--- config.mk ---
export PLATFORM = sky130hd
export DESIGN_NAME = thrcc_top
export DESIGN_NICKNAME = d
export VERILOG_FILES = /design/src/rtl/thrcc_pkg.sv /design/src/rtl/thrcc_duty_gen.sv /design/src/rtl/thrcc_top.sv
export VERILOG_INCLUDE_DIRS = /design/src /design/src/rtl
export SDC_FILE = /design/constraint.sdc
export NUM_CORES = 1
export LEC_CHECK = 0
export BUFFER_PORTS_ARGS = -buffer_cell sky130_fd_sc_hd__clkbuf_2
export CAP_MARGIN = 10
export CORE_MARGIN = 2
export CORE_UTILIZATION = 56
export DETAILED_ROUTE_END_ITERATION = 7
export GPL_ROUTABILITY_DRIVEN = 0
export GPL_TIMING_DRIVEN = 0
export PLACE_DENSITY = 0.89
export SYNTH_ARGS = -nofsm -noshare
export SYNTH_HDL_FRONTEND = slang
export SYNTH_SLANG_ARGS = --single-unit
--- constraint.sdc ---
create_clock -name i_clk -period 3.5 [get_ports i_clk]
set_input_delay 0.525 -clock i_clk [delete_from_list [all_inputs] [get_ports i_clk]]
set_output_delay 0.525 -clock i_clk [all_outputs]
set_load 0.02 [all_outputs]
--- src/rtl/thrcc_defines.svh ---
// thermal clock throttle: register offsets, field positions, reset values
// and timing counts; assumes a 125 MHz core clock and 32-bit avalon-mm bus
`ifndef THRCC_DEFINES_SVH
`define THRCC_DEFINES_SVH

// ********************************************************************
// register map (byte addresses, word aligned)
// ********************************************************************
`define THRCC_ADDR_CTRL     4'h0
`define THRCC_ADDR_STATUS   4'h4
`define THRCC_ADDR_IRQ_CFG  4'h8
`define THRCC_ADDR_EVENTS   4'hC

// ********************************************************************
// field positions
// ********************************************************************
`define THRCC_CTRL_DUTY_LO  1
`define THRCC_CTRL_DUTY_HI  3
`define THRCC_CTRL_ODM_BIT  4
`define THRCC_CTRL_AUTO_BIT 5
`define THRCC_EVT_START_BIT 0
`define THRCC_EVT_STOP_BIT  1

// ********************************************************************
// reset values
// ********************************************************************
`define THRCC_CTRL_RST      6'h00
`define THRCC_IRQ_CFG_RST   2'h0

// ********************************************************************
// timing: longest stop or run interval, and the modulation period
// ********************************************************************
`define THRCC_MAX_IVL_NS    3000000
`define THRCC_CLK_NS        8
`define THRCC_MAX_IVL_CYC   (`THRCC_MAX_IVL_NS / `THRCC_CLK_NS)
`define THRCC_PERIOD_CYC    4096
`define THRCC_HYST_CYC      65536
`define THRCC_AUTO_ON_EIGHT 3

`endif

--- src/rtl/thrcc_pkg.sv ---
// thermal clock throttle: shared types
// assumes the defines header is included by every user of the types
package thrcc_pkg;

  // activation source of the throttle engine
  typedef enum logic [1:0] {
    THRCC_SRC_NONE,
    THRCC_SRC_AUTO,
    THRCC_SRC_ODM
  } thrcc_src_t;

  // avalon-mm slave request
  typedef struct packed {
    logic [3:0]  address;
    logic        read;
    logic        write;
    logic [31:0] writedata;
    logic [3:0]  byteenable;
  } thrcc_avm_req_t;

  // avalon-mm slave answer
  typedef struct packed {
    logic [31:0] readdata;
    logic        waitrequest;
  } thrcc_avm_rsp_t;

endpackage : thrcc_pkg

--- src/rtl/thrcc_duty_gen.sv ---
// thermal clock throttle: modulation period counter and run/stop gate
// assumes one core clock; period length counts core cycles so it shrinks
// in time as the core clock gets faster
`timescale 1ns/100ps
`include "thrcc_defines.svh"

module thrcc_duty_gen
  import thrcc_pkg::*;
#(
  parameter int PERIOD_CYC = `THRCC_PERIOD_CYC
) (
  input  wire logic       i_clk,
  input  wire logic       i_sys_rst,
  input  wire logic       i_active,
  input  wire logic [2:0] i_on_eighths,
  output logic            o_run
);

  localparam int PW = $clog2(PERIOD_CYC);
  localparam int EW = $clog2(PERIOD_CYC / 8);

  typedef struct packed {
    logic [PW-1:0] cnt;
    logic          run;
  } thrcc_dg_state_t;

  thrcc_dg_state_t s_q;
  thrcc_dg_state_t s_d;
  logic [PW-1:0]   on_len;

  // clocks run for the first n eighths of each period
  assign on_len = PW'({i_on_eighths, EW'(0)});

  // ********************************************************************
  // next state
  // ********************************************************************
  always_comb begin
    s_d = s_q;
    if (!i_active) begin
      s_d.cnt = '0;
      s_d.run = 1'b1;
    end else begin
      // wrap on a core cycle count, so spans shrink as the clock speeds up
      s_d.cnt = (s_q.cnt == PW'(PERIOD_CYC - 1)) ? '0 :
                s_q.cnt + 1'b1;
      s_d.run = (s_d.cnt < on_len);
    end
  end

  always_ff @(posedge i_clk or posedge i_sys_rst) begin
    if (i_sys_rst) begin
      s_q <= '{cnt: '0, run: 1'b1};
    end else begin
      s_q <= s_d;
    end
  end

  assign o_run = s_q.run;

endmodule // thrcc_duty_gen

--- src/rtl/thrcc_top.sv ---
// thermal clock throttle: control registers, activation and trip logic
// assumes a sensor that raises i_temp_near_limit near the die limit and
// i_temp_critical at the catastrophic point, both synchronous to i_clk
//
// Contract
// - throttle by stopping and restarting core clocks
// - two activation sources: automatic and on demand
// - automatic activation only near temperature limit
// - automatic duty kept between 30 and 50 percent
// - no stop or run interval above 3 ms
// - hysteresis timer before automatic throttle ends
// - automatic duty fixed, not software changeable
// - control bit 4 starts throttling at once
// - on demand duty from control bits 3:1
// - hot automatic duty overrides on demand duty
// - hot indicator low whenever engine active
// - snoops and interrupts stay live while throttling
// - trip point neither programmable nor readable
// - optional events on throttle start and stop
// - thermal trip and shutdown near 135 C
// - thermal trip held until processor reset
// - thermal trip independent, no bus cycle
//
// Our own choices: the register addresses and the Avalon-MM interface to the registers.
`timescale 1ns/100ps
`include "thrcc_defines.svh"

module thrcc_top
  import thrcc_pkg::*;
#(
  parameter int PERIOD_CYC = `THRCC_PERIOD_CYC,
  parameter int HYST_CYC   = `THRCC_HYST_CYC
) (
  input  wire logic        i_clk,
  input  wire logic        i_sys_rst,
  input  wire logic [3:0]  i_avm_address,
  input  wire logic        i_avm_read,
  input  wire logic        i_avm_write,
  input  wire logic [31:0] i_avm_writedata,
  input  wire logic [3:0]  i_avm_byteenable,
  output logic [31:0]      o_avm_readdata,
  output logic             o_avm_waitrequest,
  input  wire logic        i_temp_near_limit,
  input  wire logic        i_temp_critical,
  output logic             o_core_clk_run,
  output logic             o_hot_indicator_n,
  output logic             o_thermal_trip_out_n,
  output logic             o_throttle_evt
);

  // the period must keep every run or stop span inside the 3 ms limit
  localparam int HW = $clog2(HYST_CYC + 1);

  typedef struct packed {
    logic [5:0]  ctrl;
    logic [1:0]  irq_cfg;
    logic [1:0]  events;
    logic        active;
    logic        auto_hot;
    logic [HW-1:0] hyst;
    logic        trip;
    logic        hot_n;
    logic        run;
    logic        evt;
    logic [31:0] rdata;
    logic        wait_n;
    logic        wreq;
    logic        trip_n;
  } thrcc_state_t;

  thrcc_state_t   s_q;
  thrcc_state_t   s_d;
  thrcc_avm_req_t req;
  logic           dg_run;
  logic [2:0]     duty_sel;
  logic [2:0]     odm_duty;
  logic           odm_en;
  logic           auto_en;
  logic           acc;
  logic           start_p;
  logic           stop_p;

  assign req = '{address: i_avm_address, read: i_avm_read,
                 write: i_avm_write, writedata: i_avm_writedata,
                 byteenable: i_avm_byteenable};

  assign odm_duty = s_q.ctrl[`THRCC_CTRL_DUTY_HI:`THRCC_CTRL_DUTY_LO];
  assign odm_en   = s_q.ctrl[`THRCC_CTRL_ODM_BIT];
  assign auto_en  = s_q.ctrl[`THRCC_CTRL_AUTO_BIT];
  assign acc      = (req.read | req.write) & ~s_q.wait_n;

  // hot automatic throttle uses the fixed 3/8 duty, 37.5 percent
  always_comb begin
    if (s_q.auto_hot) begin
      duty_sel = 3'(`THRCC_AUTO_ON_EIGHT);
    end else if (odm_duty == 3'h0) begin
      duty_sel = 3'h1;
    end else begin
      duty_sel = odm_duty;
    end
  end

  // ********************************************************************
  // modulation gate
  // ********************************************************************
  thrcc_duty_gen #(
    .PERIOD_CYC (PERIOD_CYC)
  ) u_duty (
    .i_clk        (i_clk),
    .i_sys_rst    (i_sys_rst),
    .i_active     (s_q.active & ~s_q.trip),
    .i_on_eighths (duty_sel),
    .o_run        (dg_run)
  );

  // ********************************************************************
  // activation, hysteresis, trip and registers
  // ********************************************************************
  always_comb begin
    s_d = s_q;
    start_p = 1'b0;
    stop_p  = 1'b0;
    // automatic mode holds until cool and the hysteresis timer runs out
    if (auto_en && i_temp_near_limit) begin
      s_d.auto_hot = 1'b1;
      s_d.hyst     = HW'(HYST_CYC);
    end else if (s_q.hyst != '0) begin
      s_d.hyst = s_q.hyst - 1'b1;
    end else begin
      s_d.auto_hot = 1'b0;
    end
    if (!auto_en) begin
      s_d.auto_hot = 1'b0;
      s_d.hyst     = '0;
    end
    s_d.active = s_d.auto_hot | odm_en;
    start_p = s_d.active & ~s_q.active;
    stop_p  = ~s_d.active & s_q.active;
    // trip latches with no bus involvement; only reset clears it
    if (i_temp_critical) begin
      s_d.trip = 1'b1;
    end
    s_d.trip_n = ~s_d.trip;
    s_d.hot_n = ~s_d.active;
    s_d.run   = s_q.trip ? 1'b0 : dg_run;
    // bus: one wait cycle, then answer; software clear loses to a set
    // a write lands only on the answer edge, where the master sees it
    // accepted; read data is fetched a cycle ahead so it stands then
    s_d.wait_n = acc;
    s_d.wreq   = ~acc;
    s_d.rdata  = '0;
    if (s_q.wait_n && req.write) begin
      if (req.address == `THRCC_ADDR_CTRL && req.byteenable[0]) begin
        s_d.ctrl = req.writedata[5:0];
      end else if (req.address == `THRCC_ADDR_IRQ_CFG
                   && req.byteenable[0]) begin
        s_d.irq_cfg = req.writedata[1:0];
      end else if (req.address == `THRCC_ADDR_EVENTS
                   && req.byteenable[0]) begin
        s_d.events = s_q.events & ~req.writedata[1:0];
      end
    end else if (acc && req.read) begin
      if (req.address == `THRCC_ADDR_CTRL) begin
        s_d.rdata = {26'h000_0000, s_q.ctrl};
      end else if (req.address == `THRCC_ADDR_STATUS) begin
        // trip point itself is never exposed
        s_d.rdata = {28'h000_0000, s_q.trip, s_q.auto_hot,
                     s_q.run, s_q.active};
      end else if (req.address == `THRCC_ADDR_IRQ_CFG) begin
        s_d.rdata = {30'h0000_0000, s_q.irq_cfg};
      end else if (req.address == `THRCC_ADDR_EVENTS) begin
        s_d.rdata = {30'h0000_0000, s_q.events};
      end
    end
    if (start_p && s_q.irq_cfg[`THRCC_EVT_START_BIT]) begin
      s_d.events[`THRCC_EVT_START_BIT] = 1'b1;
    end
    if (stop_p && s_q.irq_cfg[`THRCC_EVT_STOP_BIT]) begin
      s_d.events[`THRCC_EVT_STOP_BIT] = 1'b1;
    end
    s_d.evt = |s_d.events;
  end

  always_ff @(posedge i_clk or posedge i_sys_rst) begin
    if (i_sys_rst) begin
      s_q <= '{ctrl: `THRCC_CTRL_RST, irq_cfg: `THRCC_IRQ_CFG_RST,
               events: 2'h0, active: 1'b0, auto_hot: 1'b0, hyst: '0,
               trip: 1'b0, hot_n: 1'b1, run: 1'b1, evt: 1'b0,
               rdata: 32'h0000_0000, wait_n: 1'b0, wreq: 1'b1,
               trip_n: 1'b1};
    end else begin
      s_q <= s_d;
    end
  end

  // ********************************************************************
  // outputs, all straight from flip-flops
  // ********************************************************************
  assign o_avm_readdata       = s_q.rdata;
  assign o_avm_waitrequest    = s_q.wreq;
  assign o_core_clk_run       = s_q.run;
  assign o_hot_indicator_n    = s_q.hot_n;
  assign o_thermal_trip_out_n = s_q.trip_n;
  assign o_throttle_evt       = s_q.evt;

endmodule // thrcc_top

==> report_table.html <==
<table>
<tr><th>Metric</th><th>Value</th></tr>
<tr><th colspan="2">Floorplanning</th></tr>
<tr><td>Area of the die</td><td>0.00566 sq mm</td></tr>
<tr><td>Std-Cell Core Area</td><td>0.00482 sq mm</td></tr>
<tr><td>Effective utilization at floorplan</td><td>between 50% and 60%</td></tr>
<tr><td>Number of top-level design ports</td><td>just over 80</td></tr>
<tr><td>Floorplan row count</td><td>25</td></tr>
<tr><td>Horizontal die dimension</td><td>around 75 um</td></tr>
<tr><td>DIE HEIGHT</td><td>75.2 um</td></tr>
<tr><th colspan="2">Final layout</th></tr>
<tr><td>Storage cell area</td><td>about 0.0014 sq mm</td></tr>
<tr><td>Multi-input logic area</td><td>0.00125 sq mm</td></tr>
<tr><td>Final net count</td><td>between 300 and 400</td></tr>
<tr><td>Post-Layout Cell Count</td><td>401</td></tr>
<tr><td>Relative area change from synthesis to final layout</td><td>15.6%</td></tr>
<tr><td>Antenna Cells</td><td>0</td></tr>
<tr><td>Share of layout cells above drive strength 1</td><td>28.7%</td></tr>
<tr><td>Total of fill cells in the finished design</td><td>390</td></tr>
<tr><th colspan="2">CTS</th></tr>
<tr><td>CTS Hold Buffers Added</td><td>0</td></tr>
<tr><td>Clock-pin slew on the worst setup and hold paths</td><td>0.10 ns</td></tr>
<tr><td>Clock Tree Buf Depth</td><td>2</td></tr>
<tr><td>TritonCTS Buffers</td><td>5</td></tr>
<tr><td>Post-CTS setup repair buffer count</td><td>0</td></tr>
<tr><td>Clock net sink count</td><td>55</td></tr>
<tr><td>Library cell used as clock root buffer</td><td>sky130_fd_sc_hd__clkbuf_8</td></tr>
<tr><td>Worst-skew pair later-pin latency</td><td>0.31 ns</td></tr>
<tr><td>CTS tree</td><td>built</td></tr>
<tr><td>Cells resized by post-CTS repair</td><td>0</td></tr>
<tr><td>Max H-tree Level</td><td>2</td></tr>
<tr><th colspan="2">Setup path</th></tr>
<tr><td>CP endpoint kind</td><td>flop</td></tr>
<tr><td>Highest net fanout along the worst path</td><td>7</td></tr>
<tr><td>CP Data Required Time</td><td>between 3 and 4 ns</td></tr>
<tr><td>Worst setup SP type</td><td>flop</td></tr>
<tr><td>Critical Path AT</td><td>roughly 2.8 ns</td></tr>
<tr><td>Critical path start-end classification</td><td>flop to flop</td></tr>
<tr><th colspan="2">STA</th></tr>
<tr><td>Number of failing hold endpoints at the final stage</td><td>0</td></tr>
<tr><td>Fin crit share</td><td>71.8%</td></tr>
<tr><td>Setup violators final</td><td>0</td></tr>
<tr><td>Slew margin rel.</td><td>45.9%</td></tr>
<tr><td>RSZ-0062 raised after global routing</td><td>no</td></tr>
<tr><td>Clock tree skew after final layout</td><td>between 0.01 and 0.015 ns</td></tr>
<tr><td>F_max</td><td>a little under 0.4 GHz</td></tr>
<tr><td>Setup slack of the critical path after layout</td><td>a little under 1 ns</td></tr>
<tr><td>Post-Route Setup TNS</td><td>0 ns</td></tr>
<tr><td>Final-report max-slew violation count</td><td>0</td></tr>
<tr><td>Final critical-path required period</td><td>between 2 and 3 ns</td></tr>
<tr><td>Measured slew at the worst slew-check pin</td><td>a little over 0.8 ns</td></tr>
<tr><th colspan="2">Drt</th></tr>
<tr><td>Antenna-violating nets left</td><td>0</td></tr>
<tr><td>DRC violation total after the first TritonRoute iteration</td><td>roughly 160</td></tr>
<tr><td>Average wire length per cell after detail routing</td><td>between 10 and 15 um</td></tr>
<tr><td>Number of vias per cell after detailed routing</td><td>5.01</td></tr>
<tr><td>Post-route DRC violation count</td><td>0</td></tr>
<tr><td>First-pass detailed-route iteration total</td><td>4</td></tr>
<tr><td>Post-Route WL</td><td>approximately 5.2 mm</td></tr>
<tr><td>Vias</td><td>roughly 2000</td></tr>
<tr><th colspan="2">Outcome</th></tr>
<tr><td>Outcome</td><td>finished clean</td></tr>
<tr><th colspan="2">Power and ir drop</th></tr>
<tr><td>Pwr/cell area</td><td>between 400 and 500 mW/mm^2</td></tr>
<tr><td>Worst vdd rail ir drop</td><td>~0.30 mV</td></tr>
<tr><td>Post-layout power</td><td>1640 uW</td></tr>
<tr><td>Leakage Power</td><td>between 0.0015 and 0.002 uW</td></tr>
<tr><th colspan="2">GRT</th></tr>
<tr><td>Pin count of the biggest net entering global routing</td><td>between 40 and 50</td></tr>
<tr><td>Total congestion overflow after global routing</td><td>0</td></tr>
<tr><td>Total track usage</td><td>approximately a fifth</td></tr>
<tr><td>Antenna violations before repair</td><td>0</td></tr>
<tr><td>Wire length of the first global-routing pass</td><td>8.86 mm</td></tr>
<tr><td>Via count of the first global-routing pass</td><td>around 2000</td></tr>
<tr><th colspan="2">Placement</th></tr>
<tr><td>DP HPWL</td><td>around 3.9 mm</td></tr>
<tr><td>Number of placed cells counting well taps</td><td>393</td></tr>
<tr><td>Quantity of I/O buffers inserted on ports</td><td>26</td></tr>
<tr><td>Worst setup slack after placement</td><td>between 1 and 1.5 ns</td></tr>
<tr><th colspan="2">Job</th></tr>
<tr><td>Number of maximum-capacitance constraint violations</td><td>0</td></tr>
<tr><th colspan="2">Synthesis</th></tr>
<tr><td>Cell type with the highest aggregate area in the netlist</td><td>sky130_fd_sc_hd__dfrtp_1</td></tr>
<tr><td>Number of warnings issued by yosys</td><td>0</td></tr>
<tr><td>EDFF count, synth</td><td>0</td></tr>
<tr><td>Synth top area cells</td><td>sky130_fd_sc_hd__dfrtp_1 (44%), sky130_fd_sc_hd__buf_4 (8.5%), sky130_fd_sc_hd__nor2_1 (4.8%)</td></tr>
<tr><td>Commonest cells post-synth</td><td>sky130_fd_sc_hd__dfrtp_1 (50), sky130_fd_sc_hd__nor2_1 (36), sky130_fd_sc_hd__buf_4 (32)</td></tr>
<tr><td>Share of the synthesized area in the top cell type</td><td>~44%</td></tr>
<tr><td>Fraction of registers with async set or reset after synthesis</td><td>100%</td></tr>
<tr><td>Portion of the post-synthesis area used by sequential elements</td><td>between 40% and 50%</td></tr>
<tr><td>Mean cell area of the mapped netlist</td><td>about 10 sq um</td></tr>
<tr><td>Main flop type after synthesis</td><td>sky130_fd_sc_hd__dfrtp_1</td></tr>
<tr><td>Post-Synthesis Cell Area</td><td>around 0.0028 sq mm</td></tr>
<tr><td>Cells after Synth</td><td>274</td></tr>
<tr><td>Cell with the most instances after synthesis</td><td>sky130_fd_sc_hd__dfrtp_1</td></tr>
<tr><td>#FFs+latches synth</td><td>55</td></tr>
<tr><td>Number of distinct library cell variants in the gate-level netlist after synthesis</td><td>50</td></tr>
<tr><th colspan="2">Min path</th></tr>
<tr><td>Path category of the worst min-delay check</td><td>input pin to asynchronous set/reset pin</td></tr>
</table>
worst max-delay path: stages, from the launching register on:
cell	delay (ns)
sky130_fd_sc_hd__dfrtp_1	0.45
sky130_fd_sc_hd__inv_1	0.11
sky130_fd_sc_hd__ha_1	0.17
sky130_fd_sc_hd__or3b_2	0.50
sky130_fd_sc_hd__nor4b_4	0.43
sky130_fd_sc_hd__nand2_2	0.18
sky130_fd_sc_hd__or4_4	0.51
sky130_fd_sc_hd__nand3b_1	0.10
state kept, by name, indices dropped and copies added (netlist names):
register,flops
u_duty.s_q,12
u_duty.o_run,1
o_hot_indicator_n,1
odm_duty,3
o_thermal_trip_out_n,1
o_core_clk_run,1
odm_en,1
o_avm_waitrequest,1
s_q,26
auto_en,1
o_avm_readdata,6
o_throttle_evt,1
stage by stage:
stage | hold WS (ns) | cell area [sq um] | util, %
2_1_floorplan | 0.395 | 2940 | -
5_1_grt | 0.132 | 3280 | 68.2
3_5_place_dp | 0.461 | 3170 | 65.8
4_1_cts | 0.114 | 3280 | 68.2
3_3_place_gp | 0.462 | 3150 | 65.4
6_report | 0.110 | 3280 | 68.2
layout make-up:
class,instances,area share [%]
well taps,67,2.55
inverters,9,1.03
multi-input cells,198,38.1
flip-flops and latches,55,42.1
plain buffers,37,8.11
clock inverters,3,1.41
clock buffers,5,2.10
repair buffers,27,4.57
power breakdown:
part           leakage [uW]  switching (uW)  total, uW  internal [uW]
clock network     0.0000548             215        431            216
logic              0.000829             263        487            224
registers          0.000727            37.8        719            681
total               0.00161             516       1640           1120
worst paths after layout:
| kind | start | end | slack, ns | depth (start not counted) |
|---|---|---|---|---|
| setup / recovery | s_q[39]$_DFFE_PP0P_ | o_throttle_evt$_DFF_PP0_ | 0.99 | 7 |
| hold / removal | i_sys_rst | s_q[45]$_DFFE_PP0P_ | 0.11 | 2 |
| setup reg to reg | s_q[39]$_DFFE_PP0P_ | o_throttle_evt$_DFF_PP0_ | 0.99 | 7 |
| hold reg to reg | u_duty.o_run$_DFF_PP1_ | o_core_clk_run$_DFF_PP1_ | 0.49 | 1 |
| max in group asynchronous | i_sys_rst | o_thermal_trip_out_n$_DFF_PP1_ | 2.82 | 3 |
| min in group i_clk | i_temp_critical | o_thermal_trip_out_n$_DFF_PP1_ | 0.43 | 3 |
routing by layer:
layer / wire length (um) / vias to the layer above / GRT usage, % / share of wire [%]
li1: - / 990 / - / -
met1: 2350 / 957 / 26.2 / 45
met2: 2570 / 60 / 36.3 / 49
met3: 214 / 4 / 2.54 / 4.1
met4: 76 / 0 / 7.80 / 1.5
met5: 0 / - / 0 / 0
layout by cell type, fill, tap and decap left out, types with 2 or more instances in the layout:
master and n:
sky130_fd_sc_hd__a211oi_1 2, sky130_fd_sc_hd__a21o_1 2, sky130_fd_sc_hd__a21oi_1 7, sky130_fd_sc_hd__and2_1 2
sky130_fd_sc_hd__and3_1 4, sky130_fd_sc_hd__buf_4 32, sky130_fd_sc_hd__clkbuf_1 3, sky130_fd_sc_hd__clkbuf_2 26
sky130_fd_sc_hd__clkbuf_8 5, sky130_fd_sc_hd__conb_1 26, sky130_fd_sc_hd__dfrtp_1 50, sky130_fd_sc_hd__dfstp_2 5
sky130_fd_sc_hd__ha_1 5, sky130_fd_sc_hd__inv_1 7, sky130_fd_sc_hd__inv_2 2, sky130_fd_sc_hd__mux2_2 9
sky130_fd_sc_hd__mux2i_1 2, sky130_fd_sc_hd__mux4_2 2, sky130_fd_sc_hd__nand2_1 14, sky130_fd_sc_hd__nand2b_1 4
sky130_fd_sc_hd__nand3_1 9, sky130_fd_sc_hd__nand3b_1 3, sky130_fd_sc_hd__nand4_1 2, sky130_fd_sc_hd__nor2_1 36
sky130_fd_sc_hd__nor2b_1 7, sky130_fd_sc_hd__nor3_1 6, sky130_fd_sc_hd__nor4_1 5, sky130_fd_sc_hd__o21a_1 2
sky130_fd_sc_hd__o21ai_0 3, sky130_fd_sc_hd__or2_2 4, sky130_fd_sc_hd__or3_1 6, sky130_fd_sc_hd__xnor2_1 13
sky130_fd_sc_hd__xor2_1 6
kinds of logic (layout without fill, tap and decap cells):
| group | Yosys count | after routing | synth area share (%) |
|---|---|---|---|
| AO/OA/AOI/OAI | 23 | 23 | 5.37 |
| AND/OR/NAND/NOR | 112 | 112 | 21.4 |
| buffers and inverters | 46 | 81 | 10.6 |
| other | 1 | 26 | 0.132 |
| XOR/XNOR | 19 | 19 | 5.86 |
| flip-flops | 55 | 55 | 48.7 |
| multiplexers | 13 | 13 | 5.86 |
| adder cells (fa/ha/maj) | 5 | 5 | 2.20 |
(Power assumes the default switching activity.)
